[config.mk]
export PLATFORM = sky130hd
export DESIGN_NAME = serial_channel_module_glue
export DESIGN_NICKNAME = d
export VERILOG_FILES = /design/src/serial_glue_pkg.sv /design/src/serial_channel_module_glue.sv
export SDC_FILE = /design/constraint.sdc
export NUM_CORES = 1
export LEC_CHECK = 0
export ABC_AREA = 1
export BUFFER_PORTS_ARGS = -buffer_cell sky130_fd_sc_hd__buf_2
export CORE_AREA = 2 2 144 118
export CTS_CLUSTER_SIZE = 40
export DETAILED_ROUTE_END_ITERATION = 8
export DIE_AREA = 0 0 146 120
export PLACE_DENSITY = 0.79
export SYNTH_ARGS = -nofsm -noshare
export SYNTH_HDL_FRONTEND = slang
export SYNTH_SLANG_ARGS = --single-unit
[constraint.sdc]
create_clock -name pclk -period 2.3 [get_ports pclk]
set_input_delay 0.23 -clock pclk [delete_from_list [all_inputs] [get_ports pclk]]
set_output_delay 0.23 -clock pclk [all_outputs]
set_load 0.005 [all_outputs]
[src/serial_glue_pkg.sv]
// Package: register map, field positions and reset values for the serial channel glue.
// Assumes an APB slave with 32-bit aligned registers and one module clock.
package serial_glue_pkg;
	// Module windows, 256 bytes each, selected by paddr[8]
	localparam logic [11:0] MOD0_BASE = 12'h800;
	localparam logic [11:0] MOD1_BASE = 12'h900;
	// Offsets inside a module window
	localparam logic [7:0] OFS_CLOCK_GATE = 8'h00;
	localparam logic [7:0] OFS_PIN_SELECT = 8'h04;
	localparam logic [7:0] OFS_FRAME_MODE = 8'h10;
	localparam logic [7:0] OFS_RX_BUFFER = 8'h24;
	localparam logic [7:0] OFS_TX_DONE_SRC = 8'hF0;
	localparam logic [7:0] OFS_RX_SRC = 8'hF4;
	localparam logic [7:0] OFS_ERROR_SRC = 8'hF8;
	localparam logic [7:0] OFS_TX_BUF_SRC = 8'hFC;
	localparam logic [7:0] OFS_IRQ_STATUS = 8'hE0;
	localparam logic [7:0] OFS_IRQ_MASK = 8'hE4;
	// Clock gate control fields
	localparam int CG_DISABLE_REQ = 0;
	localparam int CG_DISABLE_STAT = 1;
	localparam int CG_SUSPEND_EN = 2;
	localparam int CG_EXT_BLOCK = 3;
	localparam int CG_SUSPEND_WE = 4;
	localparam int CG_FAST_OFF = 5;
	localparam int CG_DIV_LSB = 8;
	localparam logic [31:0] CG_RESET = 32'h0000_0002;
	// Service request fields
	localparam int SR_PRIO_LSB = 0;
	localparam int SR_TYPE_LSB = 10;
	localparam int SR_ENABLE = 12;
	localparam int SR_FLAG = 13;
	localparam int SR_CLEAR = 14;
	localparam int SR_SET = 15;
	localparam logic [31:0] SR_RESET = 32'h0000_0000;
	// Frame modes carrying a parity bit
	localparam logic [2:0] MODE_7_PARITY = 3'h3;
	localparam logic [2:0] MODE_8_PARITY = 3'h7;
	localparam int PAR_BIT_7 = 7;
	localparam int PAR_BIT_8 = 8;
	localparam int RX_WIDTH = 9;
	// Kernel request lines stay active this many clocks
	localparam int PULSE_CYCLES = 2;
	localparam int NUM_MOD = 2;
	localparam int NUM_SRC = 4;
endpackage

[src/serial_channel_module_glue.sv]
// Glue logic around two serial channel kernels: clock gating, receive pin choice,
// receive buffer packing, service request control and the APB register map.
// Assumes kernel signals are synchronous to pclk and request lines last two cycles.
`timescale 1ns/100ps
`default_nettype none

module serial_channel_module_glue (
	input wire logic pclk,
	input wire logic presetn,
	input wire logic clk_en,
	input wire logic psel,
	input wire logic penable,
	input wire logic pwrite,
	input wire logic [11:0] paddr,
	input wire logic [31:0] pwdata,
	output logic [31:0] prdata,
	output logic pready,
	output logic pslverr,
	input wire logic [1:0] ext_disable_req,
	input wire logic debug_suspend_req,
	input wire logic [1:0] rx_pin_a,
	input wire logic [1:0] rx_pin_b,
	output logic [1:0] kernel_rx_in,
	output logic [1:0] module_clock_en,
	output logic [15:0] run_clock_divider,
	input wire logic [1:0] rx_frame_valid,
	input wire logic [17:0] rx_frame_data,
	input wire logic [1:0] rx_parity_bit,
	output logic [5:0] frame_mode_select,
	input wire logic [7:0] kernel_request_lines,
	output logic [7:0] request_flags,
	output logic irq
);
	logic [31:0] clock_gate_reg [2];
	logic [31:0] clock_gate_next [2];
	logic [1:0] pin_select_reg;
	logic [1:0] pin_select_next;
	logic [2:0] mode_reg [2];
	logic [2:0] mode_next [2];
	logic [8:0] rx_buf_reg [2];
	logic [8:0] rx_buf_next [2];
	logic [15:0] src_reg [8];
	logic [15:0] src_next [8];
	logic [7:0] line_dly_reg;
	logic [7:0] line_rise;
	logic [7:0] irq_mask_reg;
	logic [7:0] irq_mask_next;
	logic wr_acc;
	logic rd_ok;
	logic mod_sel;
	logic [7:0] ofs;
	logic in_window;
	logic [31:0] rd_mux;
	logic [1:0] gate_armed_reg;
	logic [1:0] gate_armed_next;

	// Packs a received frame; parity position depends on frame mode
	function automatic logic [8:0] pack_rx(input logic [2:0] mode, input logic [8:0] data,
		input logic parity);
		logic [8:0] v;
		v = data;
		if (mode == serial_glue_pkg::MODE_7_PARITY) begin
			v[serial_glue_pkg::PAR_BIT_7] = parity;
			v[8] = 1'b0;
		end else if (mode == serial_glue_pkg::MODE_8_PARITY) begin
			v[serial_glue_pkg::PAR_BIT_8] = parity;
		end
		return v;
	endfunction

	// Selects which request control a local offset addresses
	function automatic logic [2:0] src_index(input logic [7:0] o);
		logic [2:0] r;
		r = 3'h4;
		unique case (o)
			serial_glue_pkg::OFS_TX_DONE_SRC: r = 3'h0;
			serial_glue_pkg::OFS_RX_SRC: r = 3'h1;
			serial_glue_pkg::OFS_ERROR_SRC: r = 3'h2;
			serial_glue_pkg::OFS_TX_BUF_SRC: r = 3'h3;
			default: r = 3'h4;
		endcase
		return r;
	endfunction

	// Zero-wait APB; decode of both module windows
	assign pready = 1'b1;
	assign mod_sel = paddr[8];
	assign ofs = paddr[7:0];
	assign in_window = (paddr[11:9] == serial_glue_pkg::MOD0_BASE[11:9]);
	assign rd_ok = in_window && (paddr[1:0] == 2'h0) && (ofs == serial_glue_pkg::OFS_CLOCK_GATE
		|| ofs == serial_glue_pkg::OFS_PIN_SELECT || ofs == serial_glue_pkg::OFS_FRAME_MODE
		|| ofs == serial_glue_pkg::OFS_RX_BUFFER || ofs == serial_glue_pkg::OFS_IRQ_STATUS
		|| ofs == serial_glue_pkg::OFS_IRQ_MASK || src_index(ofs) != 3'h4);
	assign pslverr = psel && penable && !rd_ok;
	assign wr_acc = clk_en && psel && penable && pwrite && rd_ok;
	// Edge, not level: a two-cycle pulse sets its flag once
	assign line_rise = kernel_request_lines & ~line_dly_reg;

	always_comb begin
		int m;
		int s;
		int k;
		logic [31:0] cg;
		m = 0;
		s = 0;
		k = 0;
		cg = 32'h0000_0000;
		for (m = 0; m < serial_glue_pkg::NUM_MOD; m++) begin
			cg = clock_gate_reg[m];
			gate_armed_next[m] = gate_armed_reg[m];
			pin_select_next[m] = pin_select_reg[m];
			mode_next[m] = mode_reg[m];
			rx_buf_next[m] = rx_buf_reg[m];
			if (rx_frame_valid[m]) begin
				rx_buf_next[m] = pack_rx(mode_reg[m], rx_frame_data[9*m +: 9], rx_parity_bit[m]);
			end
			if (wr_acc && mod_sel == m[0]) begin
				if (ofs == serial_glue_pkg::OFS_CLOCK_GATE) begin
					gate_armed_next[m] = 1'b1;
					cg[serial_glue_pkg::CG_DISABLE_REQ] = pwdata[0];
					cg[serial_glue_pkg::CG_EXT_BLOCK] = pwdata[3];
					cg[15:8] = pwdata[15:8];
					if (pwdata[serial_glue_pkg::CG_SUSPEND_WE]) begin
						cg[serial_glue_pkg::CG_SUSPEND_EN] = pwdata[2];
						cg[serial_glue_pkg::CG_FAST_OFF] = pwdata[5];
					end
				end
				if (ofs == serial_glue_pkg::OFS_PIN_SELECT) begin
					pin_select_next[m] = pwdata[0];
				end
				if (ofs == serial_glue_pkg::OFS_FRAME_MODE) begin
					mode_next[m] = pwdata[2:0];
				end
			end
			// Disabled until the first control write, by request, external request or suspend
			cg[serial_glue_pkg::CG_DISABLE_STAT] = !gate_armed_next[m] || cg[0]
				|| (ext_disable_req[m] && !cg[serial_glue_pkg::CG_EXT_BLOCK])
				|| (debug_suspend_req && cg[serial_glue_pkg::CG_SUSPEND_EN]
					&& cg[serial_glue_pkg::CG_FAST_OFF]);
			cg[31:16] = 16'h0000;
			cg[7:6] = 2'h0;
			cg[4] = 1'b0;
			clock_gate_next[m] = cg;
		end
		for (s = 0; s < 8; s++) begin
			src_next[s] = src_reg[s];
			k = s / serial_glue_pkg::NUM_SRC;
			if (wr_acc && mod_sel == k[0] && src_index(ofs) == 3'(s % serial_glue_pkg::NUM_SRC)) begin
				src_next[s][7:0] = pwdata[7:0];
				src_next[s][11:10] = pwdata[11:10];
				src_next[s][serial_glue_pkg::SR_ENABLE] = pwdata[12];
				if (pwdata[serial_glue_pkg::SR_CLEAR]) begin
					src_next[s][serial_glue_pkg::SR_FLAG] = 1'b0;
				end
			end
			// Hardware set and the set bit win over a clear in the same cycle
			if (line_rise[s] || (wr_acc && mod_sel == k[0]
				&& src_index(ofs) == 3'(s % serial_glue_pkg::NUM_SRC)
				&& pwdata[serial_glue_pkg::SR_SET])) begin
				src_next[s][serial_glue_pkg::SR_FLAG] = 1'b1;
			end
			src_next[s][15:14] = 2'h0;
			src_next[s][9:8] = 2'h0;
		end
		irq_mask_next = irq_mask_reg;
		if (wr_acc && ofs == serial_glue_pkg::OFS_IRQ_MASK) begin
			irq_mask_next[4*mod_sel +: 4] = pwdata[3:0];
		end
		if (wr_acc && ofs == serial_glue_pkg::OFS_IRQ_STATUS) begin
			// Write one to clear, unless a new event arrives now
			for (s = 0; s < 4; s++) begin
				k = 4 * mod_sel + s;
				if (pwdata[s] && !line_rise[k]) begin
					src_next[k][serial_glue_pkg::SR_FLAG] = 1'b0;
				end
			end
		end
	end

	always_ff @(posedge pclk or negedge presetn) begin
		if (!presetn) begin
			for (int i = 0; i < 2; i++) begin
				clock_gate_reg[i] <= serial_glue_pkg::CG_RESET;
				mode_reg[i] <= 3'h0;
				rx_buf_reg[i] <= 9'h000;
			end
			for (int i = 0; i < 8; i++) begin
				src_reg[i] <= 16'h0000;
			end
			pin_select_reg <= 2'h0;
			gate_armed_reg <= 2'h0;
			line_dly_reg <= 8'h00;
			irq_mask_reg <= 8'h00;
		end else if (clk_en) begin
			for (int i = 0; i < 2; i++) begin
				clock_gate_reg[i] <= clock_gate_next[i];
				mode_reg[i] <= mode_next[i];
				rx_buf_reg[i] <= rx_buf_next[i];
			end
			for (int i = 0; i < 8; i++) begin
				src_reg[i] <= src_next[i];
			end
			pin_select_reg <= pin_select_next;
			gate_armed_reg <= gate_armed_next;
			line_dly_reg <= kernel_request_lines;
			irq_mask_reg <= irq_mask_next;
		end
	end

	// Read mux
	always_comb begin
		rd_mux = 32'h0000_0000;
		unique case (ofs)
			serial_glue_pkg::OFS_CLOCK_GATE: rd_mux = clock_gate_reg[mod_sel];
			serial_glue_pkg::OFS_PIN_SELECT: rd_mux = {31'h0, pin_select_reg[mod_sel]};
			serial_glue_pkg::OFS_FRAME_MODE: rd_mux = {29'h0, mode_reg[mod_sel]};
			serial_glue_pkg::OFS_RX_BUFFER: rd_mux = {23'h0, rx_buf_reg[mod_sel]};
			serial_glue_pkg::OFS_IRQ_MASK: rd_mux = {28'h0, irq_mask_reg[4*mod_sel +: 4]};
			serial_glue_pkg::OFS_IRQ_STATUS: rd_mux = {28'h0, request_flags[4*mod_sel +: 4]};
			default: rd_mux = {16'h0, src_reg[{mod_sel, 2'(src_index(ofs))}]};
		endcase
	end
	assign prdata = (psel && !pwrite && rd_ok) ? rd_mux : 32'h0000_0000;

	always_comb begin
		for (int m = 0; m < 2; m++) begin
			// Pin direction stays with the port logic and software
			kernel_rx_in[m] = pin_select_reg[m] ? rx_pin_b[m] : rx_pin_a[m];
			module_clock_en[m] = !clock_gate_reg[m][serial_glue_pkg::CG_DISABLE_STAT];
			run_clock_divider[8*m +: 8] = clock_gate_reg[m][15:8];
			frame_mode_select[3*m +: 3] = mode_reg[m];
		end
		for (int s = 0; s < 8; s++) begin
			request_flags[s] = src_reg[s][serial_glue_pkg::SR_FLAG];
		end
	end
	assign irq = |(request_flags & irq_mask_reg);

	property p_par7;
		@(posedge pclk) disable iff (!presetn)
		clk_en && rx_frame_valid[0] && mode_reg[0] == serial_glue_pkg::MODE_7_PARITY
			|=> rx_buf_reg[0][7] == $past(rx_parity_bit[0]);
	endproperty
	a_par7: assert property (p_par7) else $error("parity not in bit 7");
	property p_par8;
		@(posedge pclk) disable iff (!presetn)
		clk_en && rx_frame_valid[1] && mode_reg[1] == serial_glue_pkg::MODE_8_PARITY
			|=> rx_buf_reg[1][8] == $past(rx_parity_bit[1]);
	endproperty
	a_par8: assert property (p_par8) else $error("parity not in bit 8");
	property p_stat;
		@(posedge pclk) disable iff (!presetn)
		clock_gate_reg[0][0] |-> clock_gate_reg[0][1] && !module_clock_en[0];
	endproperty
	a_stat: assert property (p_stat) else $error("disable status wrong");
	property p_lock;
		@(posedge pclk) disable iff (!presetn)
		wr_acc && ofs == serial_glue_pkg::OFS_CLOCK_GATE && !mod_sel && !pwdata[4]
			|=> $stable(clock_gate_reg[0][2]) && $stable(clock_gate_reg[0][5]);
	endproperty
	a_lock: assert property (p_lock) else $error("protected field changed");
	property p_pin;
		@(posedge pclk) disable iff (!presetn)
		pin_select_reg[0] |-> kernel_rx_in[0] == rx_pin_b[0];
	endproperty
	a_pin: assert property (p_pin) else $error("wrong receive pin");
	property p_set;
		@(posedge pclk) disable iff (!presetn)
		clk_en && line_rise[2] |=> request_flags[2];
	endproperty
	a_set: assert property (p_set) else $error("flag not set by line");
	property p_resv;
		@(posedge pclk) disable iff (!presetn)
		psel && !pwrite && ofs == serial_glue_pkg::OFS_RX_BUFFER && rd_ok |-> prdata[31:9] == 23'h0;
	endproperty
	a_resv: assert property (p_resv) else $error("reserved bits nonzero");
	property p_src;
		@(posedge pclk) disable iff (!presetn)
		1'b1 |-> src_reg[5][15:14] == 2'h0 && src_reg[5][9:8] == 2'h0;
	endproperty
	a_src: assert property (p_src) else $error("reserved request bits set");
	property p_irq;
		@(posedge pclk) disable iff (!presetn)
		irq_mask_reg[0] && request_flags[0] |-> irq;
	endproperty
	a_irq: assert property (p_irq) else $error("interrupt missing");
	property p_dis_rst;
		@(posedge pclk) disable iff (!presetn)
		!gate_armed_reg[0] |-> !module_clock_en[0];
	endproperty
	a_dis_rst: assert property (p_dis_rst) else $error("enabled before first write");
	property p_fast;
		@(posedge pclk) disable iff (!presetn)
		clk_en && !wr_acc && debug_suspend_req && clock_gate_reg[0][serial_glue_pkg::CG_SUSPEND_EN]
			&& clock_gate_reg[0][serial_glue_pkg::CG_FAST_OFF] |=> clock_gate_reg[0][1];
	endproperty
	a_fast: assert property (p_fast) else $error("suspend did not switch off");
	property p_div;
		@(posedge pclk) disable iff (!presetn)
		wr_acc && mod_sel && ofs == serial_glue_pkg::OFS_CLOCK_GATE
			|=> run_clock_divider[15:8] == $past(pwdata[15:8]);
	endproperty
	a_div: assert property (p_div) else $error("divider not written");
	property p_pin1;
		@(posedge pclk) disable iff (!presetn)
		!pin_select_reg[1] |-> kernel_rx_in[1] == rx_pin_a[1];
	endproperty
	a_pin1: assert property (p_pin1) else $error("wrong default receive pin");
	property p_swset;
		@(posedge pclk) disable iff (!presetn)
		wr_acc && !mod_sel && ofs == serial_glue_pkg::OFS_TX_DONE_SRC
			&& pwdata[serial_glue_pkg::SR_SET] |=> request_flags[0];
	endproperty
	a_swset: assert property (p_swset) else $error("set bit ignored");
	property p_swclr;
		@(posedge pclk) disable iff (!presetn)
		wr_acc && !mod_sel && ofs == serial_glue_pkg::OFS_TX_DONE_SRC
			&& pwdata[serial_glue_pkg::SR_CLEAR] && !pwdata[serial_glue_pkg::SR_SET]
			&& !line_rise[0] |=> !request_flags[0];
	endproperty
	a_swclr: assert property (p_swclr) else $error("clear bit ignored");
	property p_unmapped;
		@(posedge pclk) disable iff (!presetn)
		psel && penable && !in_window |-> pslverr && prdata == 32'h0000_0000;
	endproperty
	a_unmapped: assert property (p_unmapped) else $error("unmapped access not refused");
	c_rx: cover property (@(posedge pclk) rx_frame_valid[0] && mode_reg[0] == 3'h3);
	c_en: cover property (@(posedge pclk) $fell(clock_gate_reg[1][1]));
	c_irq: cover property (@(posedge pclk) $rose(irq));
	c_w1c: cover property (@(posedge pclk) wr_acc && ofs == serial_glue_pkg::OFS_IRQ_STATUS);
endmodule
`default_nettype wire

# Yosys cells after proc, flatten, opt, wreduce, memory -nomap -nowiden
# Index checks and enable logic that the tools add are counted.
# Widths: inputs -> output; s select.
[totals]
input_bits = 87
elab_cells = 276
output_inout_bits = 69
reg_bits = 198
[classes]
n_addsub = 4
order_cmp = 15
n_reduce_logical = 90
bitwise = 18
mux = 106
shift = 4
eq_ne = 18
[ops]
columns = ["cell", "count"]
rows = [
  ["$mux 128", 8],
  ["$not 128->128", 4],
  ["$and 128x128->128", 3],
  ["$demux 16 s3", 4],
  ["$pmux 32 s6", 1],
  ["$and 126x128->128", 1],
  ["$ge 32x4->1 const B", 4],
  ["$lt 32x1->1 const B", 4],
  ["$mux 32", 3],
  ["$not 4->32", 3],
  ["$mux 8", 8],
  ["$mux 14", 4],
  ["$mux 1", 50],
  ["$bmux 16 s3", 1],
  ["$eq 8x8->1 const B", 6],
  ["$mux 16", 3],
  ["$logic_and 1x1->1", 44],
  ["$neg 3->34", 1],
  ["$shift 4x34->8 const A", 1],
  ["$shiftx 4x34->8", 1],
  ["$mux 4", 8],
  ["$not 3->32", 1],
  ["$mux 9", 3],
  ["$logic_or 1x1->1", 20],
  ["other kinds (33)", 69],
]

# Longest topological paths before layout
[logic_depth]
ltp_word = 26
mapped_depth = 14
mapped_depth_nobuf = 14

# Least setup slack after synthesis
# OpenSTA, ideal clock, no wires.
[synth_timing]
path_type = "input to output"
startpoint = "in paddr[3]"
endpoint = "out prdata[10]"
arrival_time_ns = 1.632
path_buffers = 0
required_ns = 2.070
path_stages = 13
setup_slack_ns = 0.438
path_cell_list = "inv_1 -> nand2_1 -> nor2_2 -> nand2_1 -> nand2_2 -> nor2_2 -> nand3_4 -> nand2_1 -> inv_2 -> nand3_2 -> nor2_1 -> o211ai_1 -> a21oi_1"
[synth_via]
elab_chain_cells = 10
word_cells_on_any_way = 27
classes_between = "eq/ne: 10; mux: 7; bitwise: 1; reduce/logical: 9"
[synth_lines]
columns = ["item", "line", "text"]
rows = [
  ["start: declaration", "serial_channel_module_glue.sv:14", "input wire logic [11:0] paddr,"],
  ["branches (longest 9 deep; another with $pmux 32 s6)", "-", ""],
  ["$mux 32 *", "serial_channel_module_glue.sv:223", "assign prdata = (psel && !pwrite && rd_ok) ? rd_mux : 32'h0000_0000;"],
  ["end: declaration", "serial_channel_module_glue.sv:16", "output logic [31:0] prdata,"],
]
# Every way passes the cells marked *. The select of a mux whose other input is x is not followed.

# Worst setup path in the final report
[layout_timing]
startpoint = "in paddr[7]"
endpoint = "out prdata[10]"
# Same word-level chain as after synthesis.

==> impl_metrics.json <==
{
  "drive_above_1_share_pct": 22.8,
  "initial_utilization_pct": 55.2,
  "detail_route.vias_per_cell": 5.59,
  "pin_count_of_the_biggest_net_entering_global_routing": 57,
  "wire_length_of_the_first_global_routing_pass_mm": 40.0,
  "number_of_post_cts_setup_repair_buffers": 0,
  "timing_worst_slew_pin_value_ns": 0.575,
  "setup-violations-final": 0,
  "post_dp_cell_area_mm2": 0.00979,
  "share_of_the_synthesized_netlist_area_taken_by_xor_and_xnor_gates_pct": 0,
  "grt_setup_unrepaired": "no",
  "floorplan.core_area_mm2": 0.0162,
  "area_growth_from_synthesis_to_layout_pct": 17.3,
  "grt_antenna_before_repair": 1,
  "synth.area.top_cells": "sky130_fd_sc_hd__dfrtp_1 46%, sky130_fd_sc_hd__nand2_1 13%, sky130_fd_sc_hd__o21ai_0 5.1%, sky130_fd_sc_hd__o21ai_1 4.4%, sky130_fd_sc_hd__inv_1 3.9%",
  "drt_wl_total_mm": 25.5,
  "synth_simple_gate_area_share_pct": 21.7,
  "clock_tree.htree_level_count": 4,
  "arrival_ns": 1.96,
  "detail_route_antenna_nets": 0,
  "slew_headroom_pct": 61.6,
  "sequentialPowerShare_pct": 47.2,
  "ys.flop_type": "sky130_fd_sc_hd__dfrtp_1",
  "maxSlewViolCount": 0,
  "r2r-end": "clock_gate_reg[33]",
  "post_synth.cell_area_avg_um2": 8.07,
  "core.rowCount": 42,
  "sw_share_pct": 26.0,
  "cpMaxStageDelayCell": "sky130_fd_sc_hd__a211oi_1",
  "ff2ff_path_depth": 8,
  "setup.worst_path.end": "prdata[10]",
  "reg2reg_slack_ns": 1.08,
  "dp.cells": 1423,
  "cts-buffers-inserted": 17,
  "dominant_combinational_cell_family_by_area_after_synthesis": "simple AND/OR/NAND/NOR gates",
  "ir_worst_vdd_mv": 0.547,
  "worst-endpoint-required_ns": 2.07,
  "layoutNonFillerInstCount": 1463,
  "die_w_um": 146,
  "yosysWarningCount": 0,
  "worst_slack_ns": 0.114,
  "highest_cell_delay_on_the_worst_timing_path_ns": 0.34,
  "largest_reg_flops": 88,
  "post-synth-top-count-cell": "sky130_fd_sc_hd__nand2_1",
  "finalCritPeriodShare_pct": 95.1,
  "met2_wirelength_mm": 10.9,
  "cts_num_sinks": 166,
  "synth_edf_count": 0,
  "p_int_w": 0.00481,
  "post-synth-top-area-fraction_pct": 45.9,
  "post_synth_instance_area_mm2": 0.00894,
  "cts.clk_slew.worst_paths_ns": 0.07,
  "postSynthRegisterBits": 166,
  "final_core_util_pct": 64.8,
  "drt-initial-drc-count": 954,
  "number_of_instances_in_the_synthesized_netlist": 1108,
  "met1Wirelength_mm": 11.0,
  "vias": 8171,
  "dp_hpwl_mm": 17.6,
  "async_reset_ff_share_pct": 100,
  "yosys.area.top_type": "sky130_fd_sc_hd__dfrtp_1",
  "drt-wirelength-per-cell_um": 17.5,
  "yosys-top-cells-count": "303 x sky130_fd_sc_hd__nand2_1, 164 x sky130_fd_sc_hd__dfrtp_1, 94 x sky130_fd_sc_hd__inv_1, 91 x sky130_fd_sc_hd__o21ai_0, 79 x sky130_fd_sc_hd__o21ai_1",
  "maximum_clock_skew_at_final_layout_ns": 0.00803,
  "power.combinational.fraction_pct": 8.9,
  "pwr-share-clk_pct": 43.9,
  "grt-ovfl-total": 0,
  "power_per_cell_area_mw_per_mm2": 620,
  "power.switching_w": 0.00169,
  "clockRootBuffer": "sky130_fd_sc_hd__clkbuf_16",
  "worstSetupEndpointType": "output pin",
  "final_critical_path_time_including_i_o_delays_and_setup_ns": 2.19,
  "synth_cell_types": 47,
  "startpoint_type": "input port",
  "cts_buffer_depth": 2,
  "drt_pass1_iterations": 8,
  "run_status": "completed",
  "insertedDiodeCount": 0,
  "clk-insertion-delay-late_ns": 0.44,
  "max_cap_viol_count": 0,
  "stdcell_area_mm2": 0.0105,
  "final_nets": 1317,
  "quantity_of_i_o_buffers_inserted_on_ports": 122,
  "rr_startpoint": "clock_gate_reg[37]",
  "met3WireLength_mm": 3.22,
  "highest_layer": "met4",
  "grtUsageTotal_pct": 29.5,
  "cellLeakagePower_nw": 5.39,
  "max_clock_freq_ghz": 0.457,
  "vias_in_the_first_global_route": 7489,
  "routabilityCongestion": 0.920,
  "floorplan.io_pins": 156,
  "post-place-ws_ns": -0.0586,
  "synth-compound-area-share_pct": 19.4,
  "dieArea_mm2": 0.0175,
  "post_synth_mux_area_share_pct": 1.01,
  "worst_hold_path.num_cells": 3,
  "synth_sequential_area_ratio_pct": 46.5,
  "critical_path.cell_chain": "buf_2 > nand2_1 > nor3_2 > buf_4 > nand2_1 > buf_12 > buf_4 > nor2_1 > a211oi_1 > a21oi_1 > a21oi_1 > buf_2",
  "worst_min_path_class": "input port to register",
  "crit_path_start": "paddr[7]",
  "drcViolationCount": 0,
  "tritoncts": "built",
  "die_height_um": 120,
  "critical_path_peak_fanout": 14,
  "synth_fa_ha_area_share_pct": 0,
  "final_hold_viol_count": 0,
  "timing.setup.critical_path_class": "input port to output pin"
}
## cell type report
| cell class | count | area, um2 |
|---|---|---|
| fillers | 1388 | 5700 |
| flip-flops and latches | 166 | 4160 |
| multi-input cells | 765 | 3860 |
| repair buffers | 181 | 1240 |
| clock buffers | 18 | 429 |
| inverters | 99 | 372 |
| well taps | 220 | 275 |
| clock inverters | 14 | 150 |
## how the worst min path moves through the flow
stage,to,start
floorplan,clock_gate_reg[0],presetn
global placement,src_reg[6],presetn
detailed placement,src_reg[38],presetn
CTS,line_dly_reg[0],kernel_request_lines[0]
global route,line_dly_reg[0],kernel_request_lines[0]
finish,line_dly_reg[0],kernel_request_lines[0]
## logic make-up (layout without fill, tap and decap cells)
| family | after synthesis | count (layout) |
|---|---|---|
| other cells | 2 | 17 |
| flops | 166 | 166 |
| compound gates | 306 | 306 |
| buf+inv | 192 | 312 |
| simple gates | 434 | 434 |
| mux | 8 | 8 |
## layout by cell type, fill, tap and decap left out, drive strengths merged
master / instances
clkinvlp: 3
nor2: 76
o22ai: 21
o21bai: 2
nand3: 15
nor3: 12
or2: 7
and2: 2
a211oi: 11
clkbuf: 18
dlygate4sd3: 8
clkinv: 6
dfrtp: 164
nand2: 314
a21boi: 3
conb: 17
a32o: 2
nand4: 4
dfstp: 2
inv: 102
o221ai: 3
buf: 173
o211ai: 7
o41ai: 1
mux2: 8
a31oi: 7
a21oi: 56
o21ai: 187
a221oi: 1
o31ai: 1
o2111ai: 3
bufinv: 2
nor4: 4
a21o: 1
## worst max-delay path, delay by kind of cell
kind	cells	cell delay, ns
buffers and inverters	5	0.76
AO/OA/AOI/OAI	3	0.61
AND/OR/NAND/NOR	4	0.34
## stage by stage
| stage | hold slack, ns | setup TNS [ns] | power, W |
|---|---|---|---|
| 2_1_floorplan | -0.0656 | 0 | 0.00343 |
| 3_3_place_gp | 0.228 | 0 | 0.00366 |
| 3_5_place_dp | 0.233 | -0.135 | 0.00367 |
| 4_1_cts | 0.0106 | 0 | 0.00650 |
| 5_1_grt | 0.0187 | 0 | 0.00670 |
| 6_report | 0.0173 | 0 | 0.00650 |
## metal layers
layer	vias to the layer above	GRT usage [%]
met2	485	42.7
met4	0	8.50
met5	-	0
li1	3833	-
met1	3810	43.0
met3	43	8.90
## timing repair
action                                  4_1_cts  5_1_grt
hold buffers                                  8        0
resized for setup                             1       11
endpoints found under the setup margin        3       14
pin swaps                                     0        1
cloned                                        0        0
endpoints found under the hold margin        57        0
## power groups by stage
stage,registers [W],clock network (W),logic [W]
4_1_cts,0.00306,0.00287,0.000570
5_1_grt,0.00307,0.00299,0.000644
6_report,0.00307,0.00285,0.000580
3_5_place_dp,0.00312,0,0.000557
3_3_place_gp,0.00312,0,0.000546
2_1_floorplan,0.00309,0,0.000333
(Power assumes the default switching activity.)
